File: src/hdl/csr_regs.svh
/*
 * Register addresses, field positions, reset values and decode constants
 * for the charger setpoint register bank.
 * Assumes a byte-wide register port with 8-bit addresses.
 */
`ifndef CSR_REGS_SVH
`define CSR_REGS_SVH

// Register addresses on the serial register port
`define CSR_ADDR_PRECHG_TERM   8'h03
`define CSR_ADDR_CHG_VOLT      8'h04
`define CSR_ADDR_TERM_TIMER    8'h05
`define CSR_ADDR_BOOST_THERM   8'h06

// Reset values
`define CSR_RST_PRECHG_TERM    8'h11
`define CSR_RST_CHG_VOLT       8'hb2
`define CSR_RST_TERM_TIMER     8'h9c
`define CSR_RST_BOOST_THERM    8'h73

// Field positions, precharge and termination register
`define CSR_PRECHG_MSB         7
`define CSR_PRECHG_LSB         4
`define CSR_END_OF_CHARGE_CURRENT_CODE_MSB          2
`define CSR_END_OF_CHARGE_CURRENT_CODE_LSB          0

// Field positions, charge voltage register
`define CSR_CHARGE_VOLTAGE_CODE_MSB           7
`define CSR_CHARGE_VOLTAGE_CODE_LSB           2
`define CSR_LOWV_BIT           1
`define CSR_RECHG_BIT          0

// Field positions, termination and timer register
`define CSR_TERM_EN_BIT        7
`define CSR_WDOG_MSB           5
`define CSR_WDOG_LSB           4
`define CSR_TMR_EN_BIT         3
`define CSR_TMR_MSB            2
`define CSR_TMR_LSB            1

// Field positions, boost and thermal register
`define CSR_BOOST_VOLTAGE_CODE_MSB         7
`define CSR_BOOST_VOLTAGE_CODE_LSB         4
`define CSR_BHOT_MSB           3
`define CSR_BHOT_LSB           2
`define CSR_THERMAL_LIMIT_SEL_MSB           1
`define CSR_THERMAL_LIMIT_SEL_LSB           0

// Setpoint scale: current in mA, voltage in mV, time in s or hours
`define CSR_CUR_STEP_MA        12'd128
`define CSR_CHARGE_VOLTAGE_CODE_BASE_MV       13'd3504
`define CSR_CHARGE_VOLTAGE_CODE_STEP_MV       13'd16
`define CSR_CHARGE_VOLTAGE_CODE_MAX_MV        13'd4400
`define CSR_LOWV_LO_MV         13'd2800
`define CSR_LOWV_HI_MV         13'd3000
`define CSR_RECHG_LO_MV        9'd100
`define CSR_RECHG_HI_MV        9'd300
`define CSR_WDOG_BASE_S        8'd40
`define CSR_TMR_5H             5'd5
`define CSR_TMR_8H             5'd8
`define CSR_TMR_12H            5'd12
`define CSR_TMR_20H            5'd20

`endif

File: src/hdl/csr_pkg.sv
/*
 * Types shared by the charger setpoint register bank.
 * Assumes csr_regs.svh supplies addresses and reset values.
 */
package csr_pkg;

	// Register selected by the port address
	typedef enum logic [2:0] {
		CSR_SEL_NONE,
		CSR_SEL_PRECHG_TERM,
		CSR_SEL_CHG_VOLT,
		CSR_SEL_TERM_TIMER,
		CSR_SEL_BOOST_THERM
	} csr_sel_t;

	// Fast charge safety period choice
	typedef enum logic [1:0] {
		CSR_TMR_5_HRS,
		CSR_TMR_8_HRS,
		CSR_TMR_12_HRS,
		CSR_TMR_20_HRS
	} csr_tmr_t;

endpackage : csr_pkg

File: src/hdl/csr_decode.sv
/*
 * Turns stored register codes into setpoints in mA, mV, s and hours.
 * Assumes codes come straight from the register flops; output is
 * combinational and the parent registers whatever it exposes.
 */
`timescale 1ns/1ps
`include "csr_regs.svh"

module csr_decode
	import csr_pkg::*;
(
	input  wire logic [3:0]  precharge_current_code,
	input  wire logic [2:0]  end_of_charge_current_code,
	input  wire logic [5:0]  charge_voltage_code,
	input  wire logic        precharge_exit_threshold,
	input  wire logic        recharge_offset_sel,
	input  wire logic [1:0]  watchdog_code,
	input  wire logic [1:0]  fast_charge_time_sel,
	output logic      [11:0] precharge_ma,
	output logic      [11:0] term_ma,
	output logic      [12:0] charge_voltage_code_mv,
	output logic             charge_voltage_code_over_range,
	output logic      [12:0] lowv_mv,
	output logic      [8:0]  rechg_mv,
	output logic      [7:0]  watchdog_s,
	output logic      [4:0]  safety_hours
);

	// Codes 0 and 1 both give one current step; from 0101 up the scale
	// skips one step, so code 1111 lands on 2048 mA
	always_comb begin
		if (precharge_current_code == 4'h0) begin
			precharge_ma = `CSR_CUR_STEP_MA;
		end else if (precharge_current_code <= 4'h4) begin
			precharge_ma = 12'(precharge_current_code) * `CSR_CUR_STEP_MA;
		end else begin
			precharge_ma = 12'({1'b0, precharge_current_code} + 5'h01)
				* `CSR_CUR_STEP_MA;
		end
	end

	// Termination current is base plus binary weights
	assign term_ma = 12'(({1'b0, end_of_charge_current_code} + 4'h1))
		* `CSR_CUR_STEP_MA;

	// Charge voltage and its usable range
	assign charge_voltage_code_mv = `CSR_CHARGE_VOLTAGE_CODE_BASE_MV
		+ 13'(charge_voltage_code) * `CSR_CHARGE_VOLTAGE_CODE_STEP_MV;
	assign charge_voltage_code_over_range = charge_voltage_code_mv > `CSR_CHARGE_VOLTAGE_CODE_MAX_MV;

	// Precharge exit and recharge offset selects
	assign lowv_mv  = precharge_exit_threshold ? `CSR_LOWV_HI_MV
		: `CSR_LOWV_LO_MV;
	assign rechg_mv = recharge_offset_sel ? `CSR_RECHG_HI_MV
		: `CSR_RECHG_LO_MV;

	// Watchdog period doubles per code, zero disables
	always_comb begin
		case (watchdog_code)
			2'h1:    watchdog_s = `CSR_WDOG_BASE_S;
			2'h2:    watchdog_s = `CSR_WDOG_BASE_S << 1;
			2'h3:    watchdog_s = `CSR_WDOG_BASE_S << 2;
			default: watchdog_s = 8'h00;
		endcase
	end

	// Safety period table
	always_comb begin
		case (csr_tmr_t'(fast_charge_time_sel))
			CSR_TMR_5_HRS:  safety_hours = `CSR_TMR_5H;
			CSR_TMR_8_HRS:  safety_hours = `CSR_TMR_8H;
			CSR_TMR_12_HRS: safety_hours = `CSR_TMR_12H;
			CSR_TMR_20_HRS: safety_hours = `CSR_TMR_20H;
			default:        safety_hours = `CSR_TMR_12H;
		endcase
	end

endmodule : csr_decode

File: src/hdl/csr_bank.sv
/*
 * Charger setpoint register bank: four byte-wide read/write registers
 * reached through the device's serial register port, plus decoded
 * setpoints for the regulation loops.
 * Assumes the serial port front end delivers a one-cycle write strobe
 * with address and data, and reads combinationally by address.
 */
`timescale 1ns/1ps
`include "csr_regs.svh"

module csr_bank
	import csr_pkg::*;
(
	input  wire logic        clk,
	input  wire logic        resetn,
	input  wire logic        reg_wr,
	input  wire logic [7:0]  reg_addr,
	input  wire logic [7:0]  reg_wdata,
	output logic      [7:0]  reg_rdata,
	output logic             reg_hit,
	output logic      [3:0]  precharge_current_code,
	output logic      [2:0]  end_of_charge_current_code,
	output logic      [5:0]  charge_voltage_code,
	output logic             precharge_exit_threshold,
	output logic             recharge_offset_sel,
	output logic             term_enable,
	output logic      [1:0]  watchdog_code,
	output logic             safety_timer_enable,
	output logic      [1:0]  fast_charge_time_sel,
	output logic      [3:0]  boost_voltage_code,
	output logic      [1:0]  boost_hot_sel,
	output logic      [1:0]  thermal_limit_sel,
	output logic      [11:0] precharge_ma,
	output logic      [11:0] term_ma,
	output logic      [12:0] charge_voltage_code_mv,
	output logic             charge_voltage_code_over_range,
	output logic      [12:0] lowv_mv,
	output logic      [8:0]  rechg_mv,
	output logic      [7:0]  watchdog_s,
	output logic      [4:0]  safety_hours
);

	logic [7:0] precharge_term_current_reg;
	logic [7:0] charge_voltage_ctrl_reg;
	logic [7:0] termination_timer_ctrl_reg;
	logic [7:0] boost_thermal_ctrl_reg;
	csr_sel_t   sel;

	logic [11:0] precharge_ma_next;
	logic [11:0] term_ma_next;
	logic [12:0] charge_voltage_code_mv_next;
	logic        charge_voltage_code_over_next;
	logic [12:0] lowv_mv_next;
	logic [8:0]  rechg_mv_next;
	logic [7:0]  watchdog_s_next;
	logic [4:0]  safety_hours_next;

	// Address to register select, used by write and read alike
	function automatic csr_sel_t csr_addr_sel(input logic [7:0] a);
		case (a)
			`CSR_ADDR_PRECHG_TERM: csr_addr_sel = CSR_SEL_PRECHG_TERM;
			`CSR_ADDR_CHG_VOLT:    csr_addr_sel = CSR_SEL_CHG_VOLT;
			`CSR_ADDR_TERM_TIMER:  csr_addr_sel = CSR_SEL_TERM_TIMER;
			`CSR_ADDR_BOOST_THERM: csr_addr_sel = CSR_SEL_BOOST_THERM;
			default:               csr_addr_sel = CSR_SEL_NONE;
		endcase
	endfunction : csr_addr_sel

	assign sel     = csr_addr_sel(reg_addr);
	assign reg_hit = (sel != CSR_SEL_NONE);

	// Precharge and termination register; reserved bit 3 is stored
	always_ff @(posedge clk or negedge resetn) begin
		if (!resetn) begin
			precharge_term_current_reg <= `CSR_RST_PRECHG_TERM;
		end else if (reg_wr && sel == CSR_SEL_PRECHG_TERM) begin
			precharge_term_current_reg <= reg_wdata;
		end
	end

	// Charge voltage register
	always_ff @(posedge clk or negedge resetn) begin
		if (!resetn) begin
			charge_voltage_ctrl_reg <= `CSR_RST_CHG_VOLT;
		end else if (reg_wr && sel == CSR_SEL_CHG_VOLT) begin
			charge_voltage_ctrl_reg <= reg_wdata;
		end
	end

	// Termination and timer register; reserved bits 6 and 0 are stored
	always_ff @(posedge clk or negedge resetn) begin
		if (!resetn) begin
			termination_timer_ctrl_reg <= `CSR_RST_TERM_TIMER;
		end else if (reg_wr && sel == CSR_SEL_TERM_TIMER) begin
			termination_timer_ctrl_reg <= reg_wdata;
		end
	end

	// Boost and thermal register
	always_ff @(posedge clk or negedge resetn) begin
		if (!resetn) begin
			boost_thermal_ctrl_reg <= `CSR_RST_BOOST_THERM;
		end else if (reg_wr && sel == CSR_SEL_BOOST_THERM) begin
			boost_thermal_ctrl_reg <= reg_wdata;
		end
	end

	// Read back, whole byte including reserved bits; unmapped reads zero
	always_comb begin
		case (sel)
			CSR_SEL_PRECHG_TERM: reg_rdata = precharge_term_current_reg;
			CSR_SEL_CHG_VOLT:    reg_rdata = charge_voltage_ctrl_reg;
			CSR_SEL_TERM_TIMER:  reg_rdata = termination_timer_ctrl_reg;
			CSR_SEL_BOOST_THERM: reg_rdata = boost_thermal_ctrl_reg;
			default:             reg_rdata = 8'h00;
		endcase
	end

	// Field views of the stored codes (reset codes follow the bytes)
	assign precharge_current_code = precharge_term_current_reg
		[`CSR_PRECHG_MSB:`CSR_PRECHG_LSB];
	assign end_of_charge_current_code = precharge_term_current_reg
		[`CSR_END_OF_CHARGE_CURRENT_CODE_MSB:`CSR_END_OF_CHARGE_CURRENT_CODE_LSB];
	assign charge_voltage_code = charge_voltage_ctrl_reg
		[`CSR_CHARGE_VOLTAGE_CODE_MSB:`CSR_CHARGE_VOLTAGE_CODE_LSB];
	assign precharge_exit_threshold =
		charge_voltage_ctrl_reg[`CSR_LOWV_BIT];
	assign recharge_offset_sel =
		charge_voltage_ctrl_reg[`CSR_RECHG_BIT];
	assign term_enable =
		termination_timer_ctrl_reg[`CSR_TERM_EN_BIT];
	assign watchdog_code = termination_timer_ctrl_reg
		[`CSR_WDOG_MSB:`CSR_WDOG_LSB];
	assign safety_timer_enable =
		termination_timer_ctrl_reg[`CSR_TMR_EN_BIT];
	assign fast_charge_time_sel = termination_timer_ctrl_reg
		[`CSR_TMR_MSB:`CSR_TMR_LSB];
	assign boost_voltage_code = boost_thermal_ctrl_reg
		[`CSR_BOOST_VOLTAGE_CODE_MSB:`CSR_BOOST_VOLTAGE_CODE_LSB];
	assign boost_hot_sel = boost_thermal_ctrl_reg
		[`CSR_BHOT_MSB:`CSR_BHOT_LSB];
	assign thermal_limit_sel = boost_thermal_ctrl_reg
		[`CSR_THERMAL_LIMIT_SEL_MSB:`CSR_THERMAL_LIMIT_SEL_LSB];

	// Setpoint decode from the stored codes
	csr_decode u_decode (
		.precharge_current_code     (precharge_current_code),
		.end_of_charge_current_code (end_of_charge_current_code),
		.charge_voltage_code        (charge_voltage_code),
		.precharge_exit_threshold   (precharge_exit_threshold),
		.recharge_offset_sel        (recharge_offset_sel),
		.watchdog_code              (watchdog_code),
		.fast_charge_time_sel       (fast_charge_time_sel),
		.precharge_ma               (precharge_ma_next),
		.term_ma                    (term_ma_next),
		.charge_voltage_code_mv                    (charge_voltage_code_mv_next),
		.charge_voltage_code_over_range            (charge_voltage_code_over_next),
		.lowv_mv                    (lowv_mv_next),
		.rechg_mv                   (rechg_mv_next),
		.watchdog_s                 (watchdog_s_next),
		.safety_hours               (safety_hours_next)
	);

	// Setpoints registered so loops see glitch-free values; reset matches
	// the decode of the reset bytes
	always_ff @(posedge clk or negedge resetn) begin
		if (!resetn) begin
			precharge_ma    <= 12'd128;
			term_ma         <= 12'd256;
			charge_voltage_code_mv         <= 13'd4208;
			charge_voltage_code_over_range <= 1'b0;
			lowv_mv         <= `CSR_LOWV_HI_MV;
			rechg_mv        <= `CSR_RECHG_LO_MV;
			watchdog_s      <= `CSR_WDOG_BASE_S;
			safety_hours    <= `CSR_TMR_12H;
		end else begin
			precharge_ma    <= precharge_ma_next;
			term_ma         <= term_ma_next;
			charge_voltage_code_mv         <= charge_voltage_code_mv_next;
			charge_voltage_code_over_range <= charge_voltage_code_over_next;
			lowv_mv         <= lowv_mv_next;
			rechg_mv        <= rechg_mv_next;
			watchdog_s      <= watchdog_s_next;
			safety_hours    <= safety_hours_next;
		end
	end

endmodule : csr_bank

File: config.mk
export PLATFORM = sky130hd
export DESIGN_NAME = csr_bank
export DESIGN_NICKNAME = d
export VERILOG_FILES = /design/src/hdl/csr_pkg.sv /design/src/hdl/csr_decode.sv /design/src/hdl/csr_bank.sv
export VERILOG_INCLUDE_DIRS = /design/src /design/src/hdl
export SDC_FILE = /design/constraint.sdc
export NUM_CORES = 1
export LEC_CHECK = 0
export BUFFER_PORTS_ARGS = -buffer_cell sky130_fd_sc_hd__buf_4
export CAP_MARGIN = 10
export CORE_MARGIN = 1
export CORE_UTILIZATION = 25
export CTS_CLUSTER_SIZE = 8
export DETAILED_ROUTE_END_ITERATION = 10
export PLACE_DENSITY = 0.46
export SYNTH_ARGS = -nofsm -noshare
export SYNTH_HDL_FRONTEND = slang
export SYNTH_HIERARCHICAL = 1
export SYNTH_SLANG_ARGS = --single-unit
File: constraint.sdc
create_clock -name clk -period 2.4 [get_ports clk]
set_input_delay 0.24 -clock clk [delete_from_list [all_inputs] [get_ports clk]]
set_output_delay 0.24 -clock clk [all_outputs]
set_load 0.005 [all_outputs]
==> implementation parameters <==
Parameter                              Value

Outcome
  Run status    finished, final reports clean

Clock tree
  Number of clock sinks    105
  Clock transition at the registers of the reported paths    0.07 ns
  Maximum count of clock buffers along a single path    2
  Count of H-tree levels built during CTS    3
  Root buffer cell    sky130_fd_sc_hd__clkbuf_16
  Clock Latency Late Sink    0.35 ns
  TritonCTS clock tree    built
  Resized cells post-CTS    0
  TritonCTS Buffers    9

Cells and area
  Fraction of final layout cells sized beyond drive strength 1    49.3%
  Layout overhead on the synthesized area    30.9%
  Leading registers by flop count    charge_voltage_code_mv (13), lowv_mv (13)
  Final design area excluding fillers    0.00573 sq mm
  Count of nets after finishing    474
  ANT cells    0

Synth
  Summed instance area of the synthesized netlist    0.00438 sq mm
  Number of register bits inferred by synthesis    105
  Post-synth top area cell    sky130_fd_sc_hd__dfrtp_1
  Count of synthesis-stage warnings from yosys    6
  Dominant register cell in the synthesized netlist    sky130_fd_sc_hd__dfrtp_1
  Most numerous cell types in the synthesized netlist    sky130_fd_sc_hd__dfrtp_1 (70), sky130_fd_sc_hd__buf_4 (55), sky130_fd_sc_hd__dfstp_2 (35)
  Number of different library cells in the post-synthesis netlist    43
  Most instantiated library cell after synthesis    sky130_fd_sc_hd__dfrtp_1
  Average instance area after synthesis    13.3 sq um
  Biggest area contributors in the synthesized netlist    sky130_fd_sc_hd__dfrtp_1 (40%), sky130_fd_sc_hd__dfstp_2 (21%), sky130_fd_sc_hd__buf_4 (9.4%), sky130_fd_sc_hd__mux2_2 (8.2%), sky130_fd_sc_hd__ha_1 (2.3%)
  Share of flip-flops with an asynchronous set or reset after synthesis    100%
  Number of enable-type register cells in the synthesized netlist    0
  Share of the yosys chip area belonging to registers    61.0%
  Portion of synthesized cell area occupied by the leading cell type    40.0%
  Gate Count Post-Synth    328

Placed design
  Worst slack after detailed placement    0.510 ns
  Number of buffers added on ports    129
  Placed Instance Area    0.00536 sq mm
  Routability-driven placement congestion ratio    0.779
  Detailed placement HPWL    7130 um

Die
  Chip Width    134 um
  Height of the die    134 um
  Overall die area    0.0180 sq mm
  I/O pin count    130
  Initial Utilization    25.5%
  Core Rows    48
  Core footprint    0.0172 sq mm

Timing
  Final critical delay including setup and external delays    1.90 ns
  Setup repair after global routing missed its margin    no
  Final worst slack    0.502 ns
  Sum of negative setup slack    0 ns
  Pins over their slew limit    0
  Post-route fraction of the period consumed by the critical path    79.1%
  Slew headroom    62.4%
  Max Clock Skew    0.00544 ns
  Hold Fails Final Rpt    0
  Least-Margin Pin Slew    0.556 ns
  Final setup violation count    0
  Timing-limited maximum frequency    527 MHz

Critical path
  Critical Path End Type    flip-flop
  Launch point of the critical path    charge_voltage_ctrl_reg[3]$_DFFE_PN0P_
  Required time at the worst-slack endpoint    2.66 ns
  CP Class    flip-flop to flip-flop
  Startpoint type of the worst setup path    flip-flop
  Worst path arrival time    2.16 ns
  RR Startpoint    charge_voltage_ctrl_reg[3]$_DFFE_PN0P_
  Largest fanout of any net on the critical path    7

Hold path
  Startpoint of the tightest hold check path    reg_wdata[1]
  Worst hold path type    input pin to flip-flop

Routing
  Average vias per placed instance    3.96
  Detailed route wirelength on metal3    582 um
  Via count    2682
  WL per Instance    14.7 um
  Number of iterations in the first detailed-routing pass    4
  Remaining DRCs    0
  Top Layer Used    met4
  Total met2 wirelength after detailed routing    5140 um
  Wire length reported by the detailed router    9940 um
  Wire length the detailed router placed on met1    4020 um
  Final antenna-violating net count    0
  Drt initial violations    72

Global routing
  Overall fraction of global-route tracks in use    11.6%
  Remaining global-route overflow    0
  Maximum number of pins on one net before global-route repair    80
  Initial antenna violation count    0
  Number of global-route vias before repair    2787
  Global-route wire length before repair    15400 um

Flow run
  Number of maximum-capacitance violations    0

Power and ir drop
  Largest vdd supply drop    0.376 mV
  Static leakage power    0.00274 uW
  Overall power after layout    4070 uW
  P per Cell Area    709 mW/mm^2
## worst paths after layout
kind                                                            end  slack [ns]  cells after the start
setup reg to reg           charge_voltage_code_over_range$_DFF_PN0_        0.50                      6
min in group asynchronous                 safety_hours[1]$_DFF_PN0_        0.34                      2
max in group asynchronous                      term_ma[8]$_DFF_PN1_        1.29                      3
setup / recovery           charge_voltage_code_over_range$_DFF_PN0_        0.50                      6
hold / removal               charge_voltage_ctrl_reg[1]$_DFFE_PN1P_        0.17                      2
hold reg to reg                             watchdog_s[5]$_DFF_PN1_        0.40                      0
## stage by stage
step,utilization (%),hold slack (ns),instances
after floorplan,-,-0.0556,365
after global placement,31.2,0.167,660
after detailed placement,31.2,0.175,660
after CTS,33.4,0.151,677
after global routing,33.4,0.158,677
final,33.4,0.167,677
## cells by family after synthesis
logic type | Yosys count | synth area share [%]
adder cells (fa/ha/maj) | 8 | 2.29
XOR/XNOR | 5 | 1.00
buffers and inverters | 75 | 11.2
flip-flops | 105 | 61.0
multiplexers | 38 | 9.60
other | 2 | 0.172
AO/OA/AOI/OAI | 33 | 4.92
AND/OR/NAND/NOR | 62 | 9.83
## critical path, stage by stage (launching register included)
cell                       delay (ns)
sky130_fd_sc_hd__dfrtp_1         0.49
sky130_fd_sc_hd__inv_1           0.10
sky130_fd_sc_hd__ha_1            0.25
sky130_fd_sc_hd__and2b_1         0.31
sky130_fd_sc_hd__nor2_1          0.06
sky130_fd_sc_hd__or4b_1          0.51
sky130_fd_sc_hd__o211ai_1        0.10
## layer usage
metal  global-route usage, %  vias to the layer above
li1                        -                     1256
met1                    13.4                     1338
met2                    19.8                       74
met3                    2.83                       14
met4                    5.81                        0
met5                       0                        -
## placed cells by master (no fill, tap or decap), drive strengths merged, types with 2 or more instances in the layout
cell type / netlist / routed
a21oi: 11 / 11
a32oi: 2 / 2
and3: 2 / 2
and3b: 4 / 4
buf: 56 / 132
bufinv: 0 / 4
clkbuf: 6 / 11
conb: 2 / 39
dfrtp: 70 / 70
dfstp: 35 / 35
ha: 8 / 8
inv: 13 / 13
mux2: 32 / 32
mux2i: 6 / 6
nand2: 6 / 6
nand2b: 2 / 2
nand3: 2 / 2
nand3b: 13 / 13
nand4: 3 / 3
nor2: 9 / 9
nor2b: 9 / 9
nor3: 4 / 4
o21a: 6 / 6
o21ai: 9 / 9
xor2: 4 / 4
## timing repair
item                      CTS  global route
hold buffers                1             0
buffers inserted            0             0
hold endpoints to repair   22             0
## power by group
part	internal [uW]	leakage [uW]	switching (uW)
sequential	1880	0.00123	56.9
combinational	183	0.00135	163
clock	1130	0.000170	653
## final cells by class
cell class                      count  area (sq um)
Timing Repair Buffer              133          1010
Clock inverter                      5           128
Sequential cell                   105          2670
Inverter                           13          48.8
Fill cell                        1785         11400
Tap cell                          225           282
Multi-Input combinational cell    185          1360
Clock buffer                       11           233
Power figures use the tool's default switching activity.
